### src/inc/pie_defines.svh
`ifndef PIE_DEFINES_SVH
`define PIE_DEFINES_SVH

// Byte offsets on the register bus (12-bit byte address)
`define PIE_OFS_NODE_END 12'h080
`define PIE_OFS_CHAN_BASE 12'h100
`define PIE_OFS_CHAN_END 12'h180
`define PIE_OFS_EDGE 12'h180
`define PIE_OFS_STAT 12'h184
`define PIE_OFS_MASK 12'h188
`define PIE_OFS_CUR 12'h18C

// Node control word fields
`define PIE_ND_LVL_HI 3
`define PIE_ND_LVL_LO 0
`define PIE_ND_CH_HI 6
`define PIE_ND_CH_LO 4
`define PIE_ND_ROUTE 7
`define PIE_ND_EN 8
`define PIE_ND_CFG_HI 8
`define PIE_ND_REQ 9

// Channel control word fields
`define PIE_CH_CNT_HI 7
`define PIE_CH_CONT 8
`define PIE_CH_BYTE 9
`define PIE_CH_INCDST 10
`define PIE_CH_CTL_HI 10

// Channel register selector inside a channel's block
`define PIE_CHR_CTL 2'h0
`define PIE_CHR_SRC 2'h1
`define PIE_CHR_DST 2'h2

// Status bits of the bus interrupt
`define PIE_ST_ZERO 0
`define PIE_ST_LOST 1
`define PIE_ST_W 2

// Trap number bases of the node table
`define PIE_TRAP_LO_BASE 7'h10
`define PIE_TRAP_HI_BASE 7'h30
`define PIE_TRAP_TOP_BASE 7'h45
// The last capture node leaves the linear run and sits on its own trap
`define PIE_NODE_LATE 5'd29
`define PIE_TRAP_LATE 7'h44

// Response bound, ns, and bus pipeline depth
`define PIE_RESP_MAX_NS 120
`define PIE_CLK_NS 10
`define PIE_BUS_LAST 2'h2

`endif

### src/inc/pie_pkg.sv
package pie_pkg;
    // Trap number, priority level and vector types
    typedef logic [6:0] pie_trap_t;
    typedef logic [3:0] pie_lvl_t;
    typedef logic [15:0] pie_vec_t;
    // Edge select of a fast pin: bit 0 rising, bit 1 falling
    typedef enum logic [1:0] {
        EDGE_OFF = 2'h0,
        EDGE_RISE = 2'h1,
        EDGE_FALL = 2'h2,
        EDGE_BOTH = 2'h3
    } pie_edge_t;
    // Service engine; Gray steps along both paths except the return to ST_IDLE
    typedef enum logic [2:0] {
        ST_IDLE = 3'h0,
        ST_PICK = 3'h1,
        ST_RD_SRC = 3'h3,
        ST_RD_DST = 3'h2,
        ST_MOVE = 3'h6,
        ST_IRQ = 3'h5
    } pie_state_t;
endpackage

### src/logic/pie_ctrl.sv
`timescale 1ns/1ps
`default_nettype none
`include "pie_defines.svh"

module pie_ctrl #(
    parameter int N_SRC = 32,
    parameter int N_FAST = 8,
    parameter int N_CHAN = 8
) (
    input wire logic i_clk_sys,
    input wire logic i_sys_rst,
    input wire logic [11:0] i_avs_address,
    input wire logic i_avs_read,
    input wire logic i_avs_write,
    input wire logic [31:0] i_avs_writedata,
    input wire logic [3:0] i_avs_byteenable,
    output logic [31:0] o_avs_readdata,
    output logic o_avs_waitrequest,
    input wire logic [N_SRC-1:0] i_src_req,
    input wire logic [N_FAST-1:0] i_fast_pin,
    input wire logic i_swt_req,
    input wire pie_pkg::pie_trap_t i_swt_num,
    output logic o_cpu_req,
    output pie_pkg::pie_trap_t o_cpu_trap,
    output pie_pkg::pie_vec_t o_cpu_vector,
    output pie_pkg::pie_lvl_t o_cpu_level,
    input wire logic i_cpu_ack,
    input wire logic i_cpu_reti,
    output logic o_xfer_valid,
    output logic [15:0] o_xfer_src,
    output logic [15:0] o_xfer_dst,
    output logic o_xfer_byte,
    output logic o_irq
);
    import pie_pkg::*;

    // Channel field is three bits and node index five bits
    if (N_CHAN != 8 || N_SRC < 1 || N_SRC > 32 || N_FAST < 1 || N_FAST > N_SRC || N_FAST > 16) begin : g_bad
        $error("pie_ctrl: unsupported parameter set");
    end

    // Trap number of a node in table order
    function automatic pie_trap_t trap_of(input logic [4:0] idx);
        if (idx < 5'd16) begin
            trap_of = `PIE_TRAP_LO_BASE + 7'(idx);
        end else if (idx < `PIE_NODE_LATE) begin
            trap_of = `PIE_TRAP_HI_BASE + 7'(idx - 5'd16);
        end else if (idx == `PIE_NODE_LATE) begin
            trap_of = `PIE_TRAP_LATE;
        end else begin
            trap_of = `PIE_TRAP_TOP_BASE + 7'(idx - 5'd30);
        end
    endfunction

    // Highest set bit of a level mask, zero when empty
    function automatic pie_lvl_t top_bit(input logic [15:0] m);
        top_bit = 4'h0;
        for (int b = 0; b < 16; b++) begin
            if (m[b]) begin
                top_bit = 4'(b);
            end
        end
    endfunction

    // Byte lane mask from Avalon byte enables
    function automatic logic [31:0] lane_mask(input logic [3:0] be);
        lane_mask = {{8{be[3]}}, {8{be[2]}}, {8{be[1]}}, {8{be[0]}}};
    endfunction

    // Node state: request flags and {en, route, channel, level}
    logic [N_SRC-1:0] node_req_r;
    logic [N_SRC-1:0] node_req_nxt;
    logic [`PIE_ND_CFG_HI:0] node_cfg_r [N_SRC];
    // Channel control: {incdst, byte, cont, count}
    logic [`PIE_CH_CTL_HI:0] chan_ctl_r [N_CHAN];
    // Edge select, status, mask, accepted level stack
    logic [2*N_FAST-1:0] edge_cfg_r;
    logic [`PIE_ST_W-1:0] stat_r;
    logic [`PIE_ST_W-1:0] mask_r;
    logic [15:0] act_r;
    // Software trap latched until the CPU takes it
    logic swt_pend_r;
    pie_trap_t swt_num_r;
    // Engine registers
    pie_state_t st_r;
    logic [4:0] win_r;
    pie_lvl_t win_lvl_r;
    logic is_swt_r;
    logic [15:0] src_r;
    // Bus pipeline
    logic [1:0] bus_cnt_r;
    logic [31:0] rd_data_r;

    // Fast pin synchronisers; a change counts once stages two and three agree
    logic [N_FAST-1:0] pin_s1_r, pin_s2_r, pin_s3_r, pin_lvl_r;
    logic [N_FAST-1:0] pin_new, pin_rise, pin_fall, edge_hit;
    always_ff @(posedge i_clk_sys) begin
        if (i_sys_rst) begin
            pin_s1_r <= '0;
            pin_s2_r <= '0;
            pin_s3_r <= '0;
            pin_lvl_r <= '0;
        end else begin
            pin_s1_r <= i_fast_pin;
            pin_s2_r <= pin_s1_r;
            pin_s3_r <= pin_s2_r;
            pin_lvl_r <= pin_new;
        end
    end
    assign pin_new = (pin_s2_r ~^ pin_s3_r) & pin_s3_r | ~(pin_s2_r ~^ pin_s3_r) & pin_lvl_r;
    assign pin_rise = pin_new & ~pin_lvl_r;
    assign pin_fall = ~pin_new & pin_lvl_r;

    // Per-pin edge select, then merge with the peripheral requests
    logic [N_SRC-1:0] src_evt;
    for (genvar k = 0; k < N_SRC; k++) begin : g_evt
        if (k < N_FAST) begin : g_pin
            assign edge_hit[k] = (edge_cfg_r[2*k] & pin_rise[k]) | (edge_cfg_r[2*k+1] & pin_fall[k]);
            assign src_evt[k] = i_src_req[k] | edge_hit[k];
        end else begin : g_plain
            assign src_evt[k] = i_src_req[k];
        end
    end

    // Arbitration: highest enabled level wins, ties to lowest node
    logic best_found;
    logic [4:0] best_idx;
    pie_lvl_t best_lvl;
    always_comb begin
        best_found = 1'b0;
        best_idx = 5'h00;
        best_lvl = 4'h0;
        for (int i = 0; i < N_SRC; i++) begin
            if (node_req_r[i] && node_cfg_r[i][`PIE_ND_EN] &&
                (!best_found || node_cfg_r[i][`PIE_ND_LVL_HI:`PIE_ND_LVL_LO] > best_lvl)) begin
                best_found = 1'b1;
                best_idx = 5'(i);
                best_lvl = node_cfg_r[i][`PIE_ND_LVL_HI:`PIE_ND_LVL_LO];
            end
        end
    end

    // Current service level and acceptance test
    pie_lvl_t cur_lvl;
    logic take_ok;
    assign cur_lvl = top_bit(act_r);
    assign take_ok = best_found && (best_lvl > cur_lvl);

    // Winner decode
    logic [2:0] win_ch;
    logic win_route;
    logic [`PIE_CH_CTL_HI:0] win_ctl;
    logic win_cont;
    logic cnt_zero;
    logic last_xfer;
    assign win_ch = node_cfg_r[win_r][`PIE_ND_CH_HI:`PIE_ND_CH_LO];
    assign win_route = node_cfg_r[win_r][`PIE_ND_ROUTE];
    assign win_ctl = chan_ctl_r[win_ch];
    assign win_cont = win_ctl[`PIE_CH_CONT];
    assign cnt_zero = (win_ctl[`PIE_CH_CNT_HI:0] == 8'h00);
    assign last_xfer = !win_cont && (win_ctl[`PIE_CH_CNT_HI:0] == 8'h01);

    // Bus decode
    logic bus_req, bus_go, bus_done, bus_wr;
    logic hit_node, hit_chan;
    logic [4:0] nidx;
    logic [2:0] cidx;
    logic [1:0] creg;
    logic [31:0] wd, rd_mux;
    assign bus_req = i_avs_read | i_avs_write;
    assign bus_go = (st_r == ST_IDLE) || (st_r == ST_PICK) || (st_r == ST_IRQ);
    assign bus_done = bus_req && (bus_cnt_r == `PIE_BUS_LAST) && bus_go;
    assign bus_wr = bus_done && i_avs_write;
    assign nidx = i_avs_address[6:2];
    assign cidx = i_avs_address[6:4];
    assign creg = i_avs_address[3:2];
    assign hit_node = (i_avs_address < `PIE_OFS_NODE_END) && (32'(nidx) < N_SRC);
    assign hit_chan = (i_avs_address >= `PIE_OFS_CHAN_BASE) && (i_avs_address < `PIE_OFS_CHAN_END);
    // Old value was fetched one cycle earlier, so partial writes merge
    assign wd = (rd_data_r & ~lane_mask(i_avs_byteenable)) | (i_avs_writedata & lane_mask(i_avs_byteenable));
    assign o_avs_waitrequest = bus_req && !bus_done;
    assign o_avs_readdata = rd_data_r;

    // Pointer memory ports; the engine owns them outside bus_go
    logic mem_we;
    logic [3:0] mem_waddr, mem_raddr;
    logic [15:0] mem_wdata, mem_rdata, ptr_old;
    logic win_incdst;
    assign win_incdst = win_ctl[`PIE_CH_INCDST];
    assign ptr_old = win_incdst ? mem_rdata : src_r;
    assign mem_we = (st_r == ST_MOVE) || (bus_wr && hit_chan && (creg == `PIE_CHR_SRC || creg == `PIE_CHR_DST));
    assign mem_waddr = (st_r == ST_MOVE) ? {win_ch, win_incdst} : {cidx, creg == `PIE_CHR_DST};
    // Bump by one for bytes and two for words
    assign mem_wdata = (st_r == ST_MOVE) ? ptr_old + (win_ctl[`PIE_CH_BYTE] ? 16'h0001 : 16'h0002) : wd[15:0];
    assign mem_raddr = (st_r == ST_RD_SRC) ? {win_ch, 1'b0} :
                       (st_r == ST_RD_DST) ? {win_ch, 1'b1} : {cidx, creg == `PIE_CHR_DST};

    pie_ptr_mem #(.W(16), .DEPTH(16), .AW(4)) u_ptr (
        .i_clk_sys(i_clk_sys),
        .i_we(mem_we),
        .i_waddr(mem_waddr),
        .i_wdata(mem_wdata),
        .i_raddr(mem_raddr),
        .o_rdata(mem_rdata)
    );

    // Read mux; unmapped addresses read zero
    assign rd_mux = hit_node ? {22'h0, node_req_r[nidx], node_cfg_r[nidx]} :
                    (hit_chan && creg == `PIE_CHR_CTL) ? {21'h0, chan_ctl_r[cidx]} :
                    (hit_chan && creg != 2'h3) ? {16'h0, mem_rdata} :
                    (i_avs_address == `PIE_OFS_EDGE) ? 32'(edge_cfg_r) :
                    (i_avs_address == `PIE_OFS_STAT) ? 32'(stat_r) :
                    (i_avs_address == `PIE_OFS_MASK) ? 32'(mask_r) :
                    (i_avs_address == `PIE_OFS_CUR) ? {12'h0, act_r, cur_lvl} : 32'h0000_0000;

    // Request flag update: events win over any clear
    logic eng_clr, hw_ack, swt_ack, lost_evt;
    logic [N_SRC-1:0] bus_set, bus_clr, win_hot;
    assign win_hot = N_SRC'(1) << win_r;
    assign hw_ack = (st_r == ST_IRQ) && i_cpu_ack && !is_swt_r;
    assign swt_ack = (st_r == ST_IRQ) && i_cpu_ack && is_swt_r;
    // At the last count the flag stays up for the vectored interrupt
    assign eng_clr = hw_ack || ((st_r == ST_MOVE) && !last_xfer);
    assign bus_set = (bus_wr && hit_node && wd[`PIE_ND_REQ]) ? N_SRC'(1) << nidx : '0;
    assign bus_clr = (bus_wr && hit_node && !wd[`PIE_ND_REQ]) ? N_SRC'(1) << nidx : '0;
    assign node_req_nxt = (node_req_r & ~(eng_clr ? win_hot : '0) & ~bus_clr) | bus_set | src_evt;
    assign lost_evt = |(src_evt & node_req_r);

    // Node registers
    always_ff @(posedge i_clk_sys) begin
        if (i_sys_rst) begin
            node_req_r <= '0;
            for (int i = 0; i < N_SRC; i++) node_cfg_r[i] <= '0;
        end else begin
            node_req_r <= node_req_nxt;
            if (bus_wr && hit_node) node_cfg_r[nidx] <= wd[`PIE_ND_CFG_HI:0];
        end
    end

    // Channel counters: bus load, or decrement on each move outside continuous mode
    always_ff @(posedge i_clk_sys) begin
        if (i_sys_rst) begin
            for (int c = 0; c < N_CHAN; c++) chan_ctl_r[c] <= '0;
        end else if (bus_wr && hit_chan && creg == `PIE_CHR_CTL) begin
            chan_ctl_r[cidx] <= wd[`PIE_CH_CTL_HI:0];
        end else if (st_r == ST_MOVE && !win_cont) begin
            chan_ctl_r[win_ch][`PIE_CH_CNT_HI:0] <= win_ctl[`PIE_CH_CNT_HI:0] - 8'h01;
        end
    end

    // Control, sticky status (set beats write-one-clear) and level stack
    always_ff @(posedge i_clk_sys) begin
        if (i_sys_rst) begin
            edge_cfg_r <= '0;
            mask_r <= '0;
            stat_r <= '0;
            act_r <= 16'h0000;
        end else begin
            if (bus_wr && i_avs_address == `PIE_OFS_EDGE) edge_cfg_r <= wd[2*N_FAST-1:0];
            if (bus_wr && i_avs_address == `PIE_OFS_MASK) mask_r <= wd[`PIE_ST_W-1:0];
            stat_r <= (stat_r & ~((bus_wr && i_avs_address == `PIE_OFS_STAT) ? wd[`PIE_ST_W-1:0] : 2'h0))
                      | {lost_evt, (st_r == ST_MOVE) && last_xfer};
            act_r <= (act_r & ~(i_cpu_reti ? 16'h0001 << cur_lvl : 16'h0000))
                     | (hw_ack ? 16'h0001 << win_lvl_r : 16'h0000);
        end
    end
    assign o_irq = |(stat_r & mask_r);

    // Software trap latch; a new trap while one is pending is dropped
    always_ff @(posedge i_clk_sys) begin
        if (i_sys_rst) begin
            swt_pend_r <= 1'b0;
            swt_num_r <= 7'h00;
        end else if (i_swt_req && !swt_pend_r) begin
            swt_pend_r <= 1'b1;
            swt_num_r <= i_swt_num;
        end else if (swt_ack) begin
            swt_pend_r <= 1'b0;
        end
    end

    // Bus pipeline: fetch old value, then complete when the engine allows
    always_ff @(posedge i_clk_sys) begin
        if (i_sys_rst) begin
            bus_cnt_r <= 2'h0;
            rd_data_r <= 32'h0000_0000;
        end else if (bus_done || !bus_req) begin
            bus_cnt_r <= 2'h0;
        end else if (bus_cnt_r == 2'h0 && bus_go) begin
            bus_cnt_r <= 2'h1;
        end else if (bus_cnt_r == 2'h1) begin
            bus_cnt_r <= `PIE_BUS_LAST;
            rd_data_r <= rd_mux;
        end
    end

    // Service engine
    always_ff @(posedge i_clk_sys) begin
        if (i_sys_rst) begin
            st_r <= ST_IDLE;
            win_r <= 5'h00;
            win_lvl_r <= 4'h0;
            is_swt_r <= 1'b0;
            src_r <= 16'h0000;
            o_cpu_trap <= 7'h00;
            o_xfer_valid <= 1'b0;
            o_xfer_src <= 16'h0000;
            o_xfer_dst <= 16'h0000;
            o_xfer_byte <= 1'b0;
        end else begin
            o_xfer_valid <= 1'b0;
            case (st_r)
                ST_IDLE: begin
                    // The trap instruction runs synchronously, so it goes first
                    if (swt_pend_r) begin
                        is_swt_r <= 1'b1;
                        win_lvl_r <= cur_lvl;
                        st_r <= ST_PICK;
                    end else if (take_ok) begin
                        is_swt_r <= 1'b0;
                        win_r <= best_idx;
                        win_lvl_r <= best_lvl;
                        st_r <= ST_PICK;
                    end
                end
                ST_PICK: begin
                    o_cpu_trap <= is_swt_r ? swt_num_r : trap_of(win_r);
                    if (!is_swt_r && win_route && (win_cont || !cnt_zero)) begin
                        st_r <= ST_RD_SRC;
                    end else begin
                        st_r <= ST_IRQ;
                    end
                end
                ST_RD_SRC: st_r <= ST_RD_DST;
                ST_RD_DST: begin
                    src_r <= mem_rdata;
                    st_r <= ST_MOVE;
                end
                ST_MOVE: begin
                    // One stolen bus cycle, no vector fetch
                    o_xfer_valid <= 1'b1;
                    o_xfer_src <= src_r;
                    o_xfer_dst <= mem_rdata;
                    o_xfer_byte <= win_ctl[`PIE_CH_BYTE];
                    st_r <= ST_IDLE;
                end
                ST_IRQ: begin
                    // Re-arbitrate if withdrawn or outranked before acceptance
                    if (i_cpu_ack) begin
                        st_r <= ST_IDLE;
                    end else if (!is_swt_r && (!node_req_r[win_r] || (take_ok && best_lvl > win_lvl_r))) begin
                        st_r <= ST_IDLE;
                    end
                end
                default: st_r <= ST_IDLE;
            endcase
        end
    end

    // CPU side: vector is the trap number times four
    assign o_cpu_req = (st_r == ST_IRQ);
    assign o_cpu_vector = {7'h00, o_cpu_trap, 2'b00};
    assign o_cpu_level = win_lvl_r;

    // Checks
    localparam int RESP_CYC = `PIE_RESP_MAX_NS / `PIE_CLK_NS;
endmodule // pie_ctrl

`default_nettype wire

### src/logic/pie_ptr_mem.sv
`timescale 1ns/1ps
`default_nettype none

// Pointer store: one write port, one read port, registered read data
module pie_ptr_mem #(
    parameter int W = 16,
    parameter int DEPTH = 16,
    parameter int AW = 4
) (
    input wire logic i_clk_sys,
    input wire logic i_we,
    input wire logic [AW-1:0] i_waddr,
    input wire logic [W-1:0] i_wdata,
    input wire logic [AW-1:0] i_raddr,
    output logic [W-1:0] o_rdata
);
    // Storage array; no reset, software loads the pointers
    logic [W-1:0] mem_r [DEPTH];

    // Address width must cover the depth exactly
    if (DEPTH != (1 << AW) || W < 1) begin : g_bad_size
        $error("pie_ptr_mem: DEPTH must equal 2**AW");
    end

    // Write and registered read
    always_ff @(posedge i_clk_sys) begin
        if (i_we) begin
            mem_r[i_waddr] <= i_wdata;
        end
        o_rdata <= mem_r[i_raddr];
    end
endmodule // pie_ptr_mem

`default_nettype wire

### config.mk
export PLATFORM = sky130hd
export DESIGN_NAME = pie_ctrl
export DESIGN_NICKNAME = d
export VERILOG_FILES = /design/src/inc/pie_pkg.sv /design/src/logic/pie_ctrl.sv /design/src/logic/pie_ptr_mem.sv
export VERILOG_INCLUDE_DIRS = /design/src /design/src/inc
export SDC_FILE = /design/constraint.sdc
export NUM_CORES = 2
export LEC_CHECK = 0
export ABC_AREA = 0
export BUFFER_PORTS_ARGS = -buffer_cell sky130_fd_sc_hd__buf_4
export CAP_MARGIN = 20
export CORE_UTILIZATION = 25
export CTS_BUF_LIST = sky130_fd_sc_hd__clkbuf_4
export DETAILED_ROUTE_END_ITERATION = 7
export GPL_TIMING_DRIVEN = 0
export PLACE_DENSITY = 0.41
export SYNTH_ARGS = -nofsm -noshare
export SYNTH_HDL_FRONTEND = slang
export SYNTH_SLANG_ARGS = --single-unit
export TNS_END_PERCENT = 1
### constraint.sdc
create_clock -name i_clk_sys -period 141.3 [get_ports i_clk_sys]
set_input_delay 35.325 -clock i_clk_sys [delete_from_list [all_inputs] [get_ports i_clk_sys]]
set_output_delay 35.325 -clock i_clk_sys [all_outputs]
set_load 0.01 [all_outputs]
======== Word level (Yosys, flattened, before mapping) ========
Memories as Yosys holds them, arrays and structs flattened. A register that Yosys moved wholly into a read port is not among the register bits.
Index checks and enable logic that the tools add are counted.
storage, ports and cells
  input bits .............................. 102
  bits in writable memories ............... 632
  word-level logic and storage cells ...... 526
  register bits after elaboration ......... 200
  output and inout port bits .............. 96
  memories kept ........................... 3
operators by class
  reduce and logical (&&, ||, !) cells .... 190
  multiplexer cells ....................... 177
  add/sub/neg operators ................... 7
  bitwise operators ....................... 63
  equal/unequal tests ..................... 18
  $lt $le $gt $ge ......................... 40
  shifts and indexed selects .............. 4
memory list
  memory       words  width  read ports  clocked after Yosys merged registers in  write ports  line               source
  node_cfg_r   32     9      34          1                                        32           pie_ctrl.sv:73     logic [`PIE_ND_CFG_HI:0] node_cfg_r [N_SRC];
  u_ptr.mem_r  16     16     1           1                                        1            pie_ptr_mem.sv:18  logic [W-1:0] mem_r [DEPTH];
  chan_ctl_r   8      11     2           0                                        8            pie_ctrl.sv:75     logic [`PIE_CH_CTL_HI:0] chan_ctl_r [N_CHAN];
operators by type and width
  kind                  count
  $mux 4                51
  $mux 5                33
  $mux 20               7
  $gt 4x4->1            33
  $and 32x32->32        3
  $mux 32               3
  $logic_and 1x1->1     93
  $mux 16               4
  $not 32->32           2
  $or 32x32->32         2
  $shl 1x5->32 const A  2
  $mux 1                59
  $and 16x16->16        3
  $eq 12x9->1 const B   4
  $logic_not 1->1       40
  $logic_or 1x1->1      39
  $and 8x8->8           4
  $not 16->16           2
  $or 16x16->16         2
  $reduce_or 32->1      1
  $shl 1x4->16 const A  2
  $mux 7                4
  $not 8->8             3
  $mux 11               2
  44 further kinds      101

======== Logic depth before layout (Yosys ltp) ========
An unclocked memory read counts as a cell.
  depth in word-level cells ............... 135
  mapped depth ............................ 300
  depth with buffers taken out ............ 292

======== By module ========
A second synthesis with hierarchy kept.
second synthesis, totals
  cells, all modules ...................... 4,123
  area, all modules ....................... 46,266.9 um^2
modules (own cells, without submodules)
  module       cells an instance  seq. area each (um^2)  instances  area each (um^2)
  pie_ctrl     3,691              15,394.8               1          36,223.5
  pie_ptr_mem  432                8,007.7                1          10,043.4

======== Worst setup path after synthesis ========
Ideal clock, no wire load.
  path type ............................... input -> output
  start point ............................. input i_avs_write
  end point ............................... output o_avs_waitrequest
  data required time ...................... 105.975 ns
  stages on the path ...................... 2
  path slack .............................. 70.397 ns
  arrival ................................. 35.578 ns
  cells stage by stage .................... nor2_1 nor2_1
on the way
  cells in the longest elaborated chain, start to end .. 5
ends and longest elaborated chain
  element                          line             source
  start, declared                  pie_ctrl.sv:14   input wire logic i_avs_write,
  $or 1x1->1 *                     pie_ctrl.sv:170  assign bus_req = i_avs_read | i_avs_write;
  $logic_and 1x1->1 (2 in series)  pie_ctrl.sv:172  assign bus_done = bus_req && (bus_cnt_r == `PIE_BUS_LAST) && bus_go;
  $logic_not 1->1                  pie_ctrl.sv:181  assign o_avs_waitrequest = bus_req && !bus_done;
  $logic_and 1x1->1 *              pie_ctrl.sv:181
  end, declared                    pie_ctrl.sv:18   output logic o_avs_waitrequest,
Every way passes the cells marked *; elsewhere a longest branch is shown, timed or not.

======== Final worst setup path ========
Ends and elaborated chain as after synthesis.

==> impl_summary.txt <==
----------------------------------------------------
[Status]
  Outcome ... finished, final reports clean

[Floorplan]
  Core Region ... around 0.19 mm2
  Number of top-level design ports ... between 150 and 200
  Height of the die ... about 430 um
  Starting Density ... about a quarter
  Die width ... around 430 um
  Std cell rows ... ~160
  Floorplan die area ... about 0.19 mm2

[Synthesis]
  Main combinational cell family by area after synthesis ... simple AND/OR/NAND/NOR gates
  Number of enable-type register cells in the synthesized netlist ... about 630
  Synth async-reset ratio ... 0%
  Top_reg_cell synth ... sky130_fd_sc_hd__edfxtp_1
  Per-instance average area after synthesis ... 10.6 um2
  Mux share of post-synthesis cell area ... a little under an eighth
  Synth unique cells ... about 110
  Area fraction in compound gates after synthesis ... between 10% and 20%
  Sequential-to-total area share from yosys stat ... approximately half
  Number of warnings issued by yosys ... 0
  Cells after synthesis ... between 4k and 5k
  Post-synthesis share of cell area spent on full adders, half adders and majority gates ... under 10%
  Parity-gate share of the synthesized area counting xor and xnor cells ... less than 1%
  Post-synth design cell area ... roughly 0.047 mm2
  Post-Synth Simple-Gate Area ... 16.2%
  Synthesized flop and latch total ... 853

[CTS]
  Number of buffers inserted to repair setup after CTS ... 0
  CTS H-tree lvls ... 4
  CTS root buffer ... sky130_fd_sc_hd__clkbuf_4
  Number of clock sinks ... around 850
  Clock tree from TritonCTS ... built
  Worst-case clock buffer depth ... 3
  Cts bufs inserted ... around 240
  Post-CTS clock slew at the launch and capture registers of the worst setup and hold paths ... ~0.07 ns
  CTS Hold Buffers Added ... 0
  Post-cts sizing count ... 0
  Clk Latency, worst-skew pair ... between 1 and 1.5 ns

[Worst setup path]
  Biggest cell delay along the critical path ... ~0.22 ns
  Worst Path Arrival ... about 36 ns
  Crit end category ... output pin
  Peak fanout along the critical path ... 4
  Crit path cell chain ... buf_4 -> nor2_1 -> nor2_1 -> buf_4
  Highest-delay cell along the critical path ... sky130_fd_sc_hd__nor2_1
  Startpoint kind of the worst setup timing path ... primary input
  CP bufs+invs ... 2
  Worst endpoint required time ... 105.97 ns
  Cell family with the largest share of critical-path delay ... simple AND/OR/NAND/NOR gates
  R2R cell count ... 275
  R2R Path Start ... node_cfg_r[0][8]
  Internal reg-to-reg setup slack ... around 83 ns
  Critical setup path kind ... in -> out

[Final layout]
  Fraction of layout instances using a drive strength above 1 ... approximately 19%
  Most common cell after layout, fill and taps aside ... sky130_fd_sc_hd__nor2_1
  Final Cell Area ... between 0.05 and 0.06 mm2
  Commonest cells after routing, fill and taps aside ... sky130_fd_sc_hd__nor2_1 (643), sky130_fd_sc_hd__edfxtp_1 (632), sky130_fd_sc_hd__nand2_1 (513), sky130_fd_sc_hd__clkbuf_4 (359), sky130_fd_sc_hd__a21oi_1 (302)
  Final Net Count ... roughly 5.1k
  Area growth from synthesis to layout ... 17.9%

[Timing]
  Slew Limit Headroom ... between 20% and 30%
  Number of hold violations in the final report ... 0
  Final cycle utilization of the critical path ... around half
  Maximum clock rate ... around 14 MHz
  Worst-case clock skew ... between 0.1 and 0.15 ns
  Final slew viol count ... 0
  Final total negative setup slack ... 0 ns
  Slew at the pin with the worst max-slew slack ... between 1 and 1.5 ns
  Final critical-path required period ... between 70 and 80 ns
  # setup viols final ... 0
  Unrepaired setup endpoints after global routing ... false

[Pwr]
  Maximum ir drop on the vdd rail ... around 6.5 uV
  Total leakage power ... between 15 and 20 nW
  P per Cell Area ... about 15 mW/mm2

[Place]
  Final HPWL DP ... around 150 mm
  Final weighted congestion of routability-driven global placement ... between 0.9 and 1
  Number of I/O port buffers ... 154
  Cell area after placement ... approximately 0.052 mm2

[Hold path]
  Worst hold-check path type ... reg -> reg
  Startpoint of the worst hold path ... pin_s2_r[0]
  End point of the worst hold path ... pin_s3_r[0]
  Hold Path Depth ... 1

[Detailed routing]
  Drt total wl ... 197 mm
  TritonRoute pass-1 iters ... 5
  Final antenna-violating net count ... 0
  1st-iter DRT viols ... around 3.6k
  Total via count in the routed design ... about 39k
  Vias/cell ... roughly 5.1
  Remaining DRCs ... 0
  Average wire per standard cell ... around 26 um

[Global routing]
  First-pass GRT wire length ... approximately 280 mm
  Antenna violations before repair ... 13
  Total track usage ... between 20 and 25%
  GR Overflow Total ... 0
  Number of global-route vias before repair ... approximately 38k
  Largest net degree at the start of global routing ... 20

[Flow run]
  Number of violations of the max-capacitance limit ... 0

----------------------------------------------------
## metal layers
metal,vias up,share of wire (%),track usage [%]
met1,19200,41,25.0
met3,349,5.3,3.27
met5,-,0,0
li1,17600,-,-
met4,0,5.6,11.0
met2,1343,48,34.5
## flip-flops by register name, indices dropped and copies added (netlist names), 20 cells and up, named ones only
register	cells
node_req_r	32
u_ptr.mem_r	256
chan_ctl_r	88
node_cfg_r	288
o_avs_readdata	20
## cell usage after synthesis, drive strengths merged, types with 15 or more instances
master  instances  area [um2]
a221oi         16         158
a22oi          19         143
mux4          183        4130
mux2i         101        1010
a211oi        126         956
o21a           19         143
nand2         513        1930
buf            64         382
o211ai         28         220
inv           124         465
or3            15         104
nand3          90         465
o311ai         37         324
a21o           28         214
clkbuf        214         803
nor3b          16         120
a31oi          72         463
dfxtp         221        4420
a311oi         41         365
edfxtp        632       19000
nor2          657        2470
ha            122        1530
nand4          16         100
o22ai          17         106
and3           93         591
mux2           24         270
nor3           61         322
nand2b         77         482
o31ai          23         205
o21ai         134         686
nor2b          57         357
a21boi         15         113
a21oi         319        1620
and2           42         265
## cell families after synthesis
| family | after synthesis |
|---|---|
| other | 1 |
| buffers and inverters | 402 |
| AO/OA/AOI/OAI | 1018 |
| multiplexers | 308 |
| XOR/XNOR | 23 |
| AND/OR/NAND/NOR | 1683 |
| adder cells (fa/ha/maj) | 123 |
| flip-flops | 853 |
## through the flow
stage	cells	util [%]	hold slack, ns	total power [mW]	worst slack (ns)
after global routing	7546	29.6	0.457	0.850	70.03
after global placement	7065	27.5	0.427	0.570	70.07
after detailed placement	7113	28.0	0.420	0.576	70.06
final	7553	29.7	0.427	0.807	70.07
after CTS	7538	29.6	0.434	0.812	70.05
after floorplan	4431	-	0.414	0.470	70.40
## area by class of cell
cell class	count	area, um2
Antenna cell	12	30.0
Buffer	278	1190
Clock buffer	359	2700
Clock inverter	66	389
Fill cell	19600	130000
Inverter	124	465
Multi-Input combinational cell	3176	21900
Sequential cell	853	23400
Tap cell	2480	3100
Timing Repair Buffer	205	1840
## worst max path at each step
stage | cells past startpoint | endpoint | start
floorplan | 2 | o_avs_waitrequest | i_avs_write
global placement | 4 | o_avs_waitrequest | i_avs_write
detailed placement | 4 | o_avs_waitrequest | i_avs_write
CTS | 4 | o_avs_waitrequest | i_avs_write
global route | 4 | o_avs_waitrequest | i_avs_write
finish | 4 | o_avs_waitrequest | i_avs_write
## worst register-to-register path: cells and delay by family, from the launching register on
kind	cells	cell delay, ns
AOI/OAI and AO/OA	142	29.62
and+or+nand+nor	69	11.75
adders and majority gates	32	9.54
buffers and inverters	20	2.53
DFF	1	0.51
muxes	12	4.04
## power breakdown
group	switching [mW]	total, mW	internal, mW
logic	0.170	0.272	0.102
registers	0.0195	0.301	0.282
clock network	0.115	0.234	0.120
No activity file was read; power rests on OpenSTA's default activity.
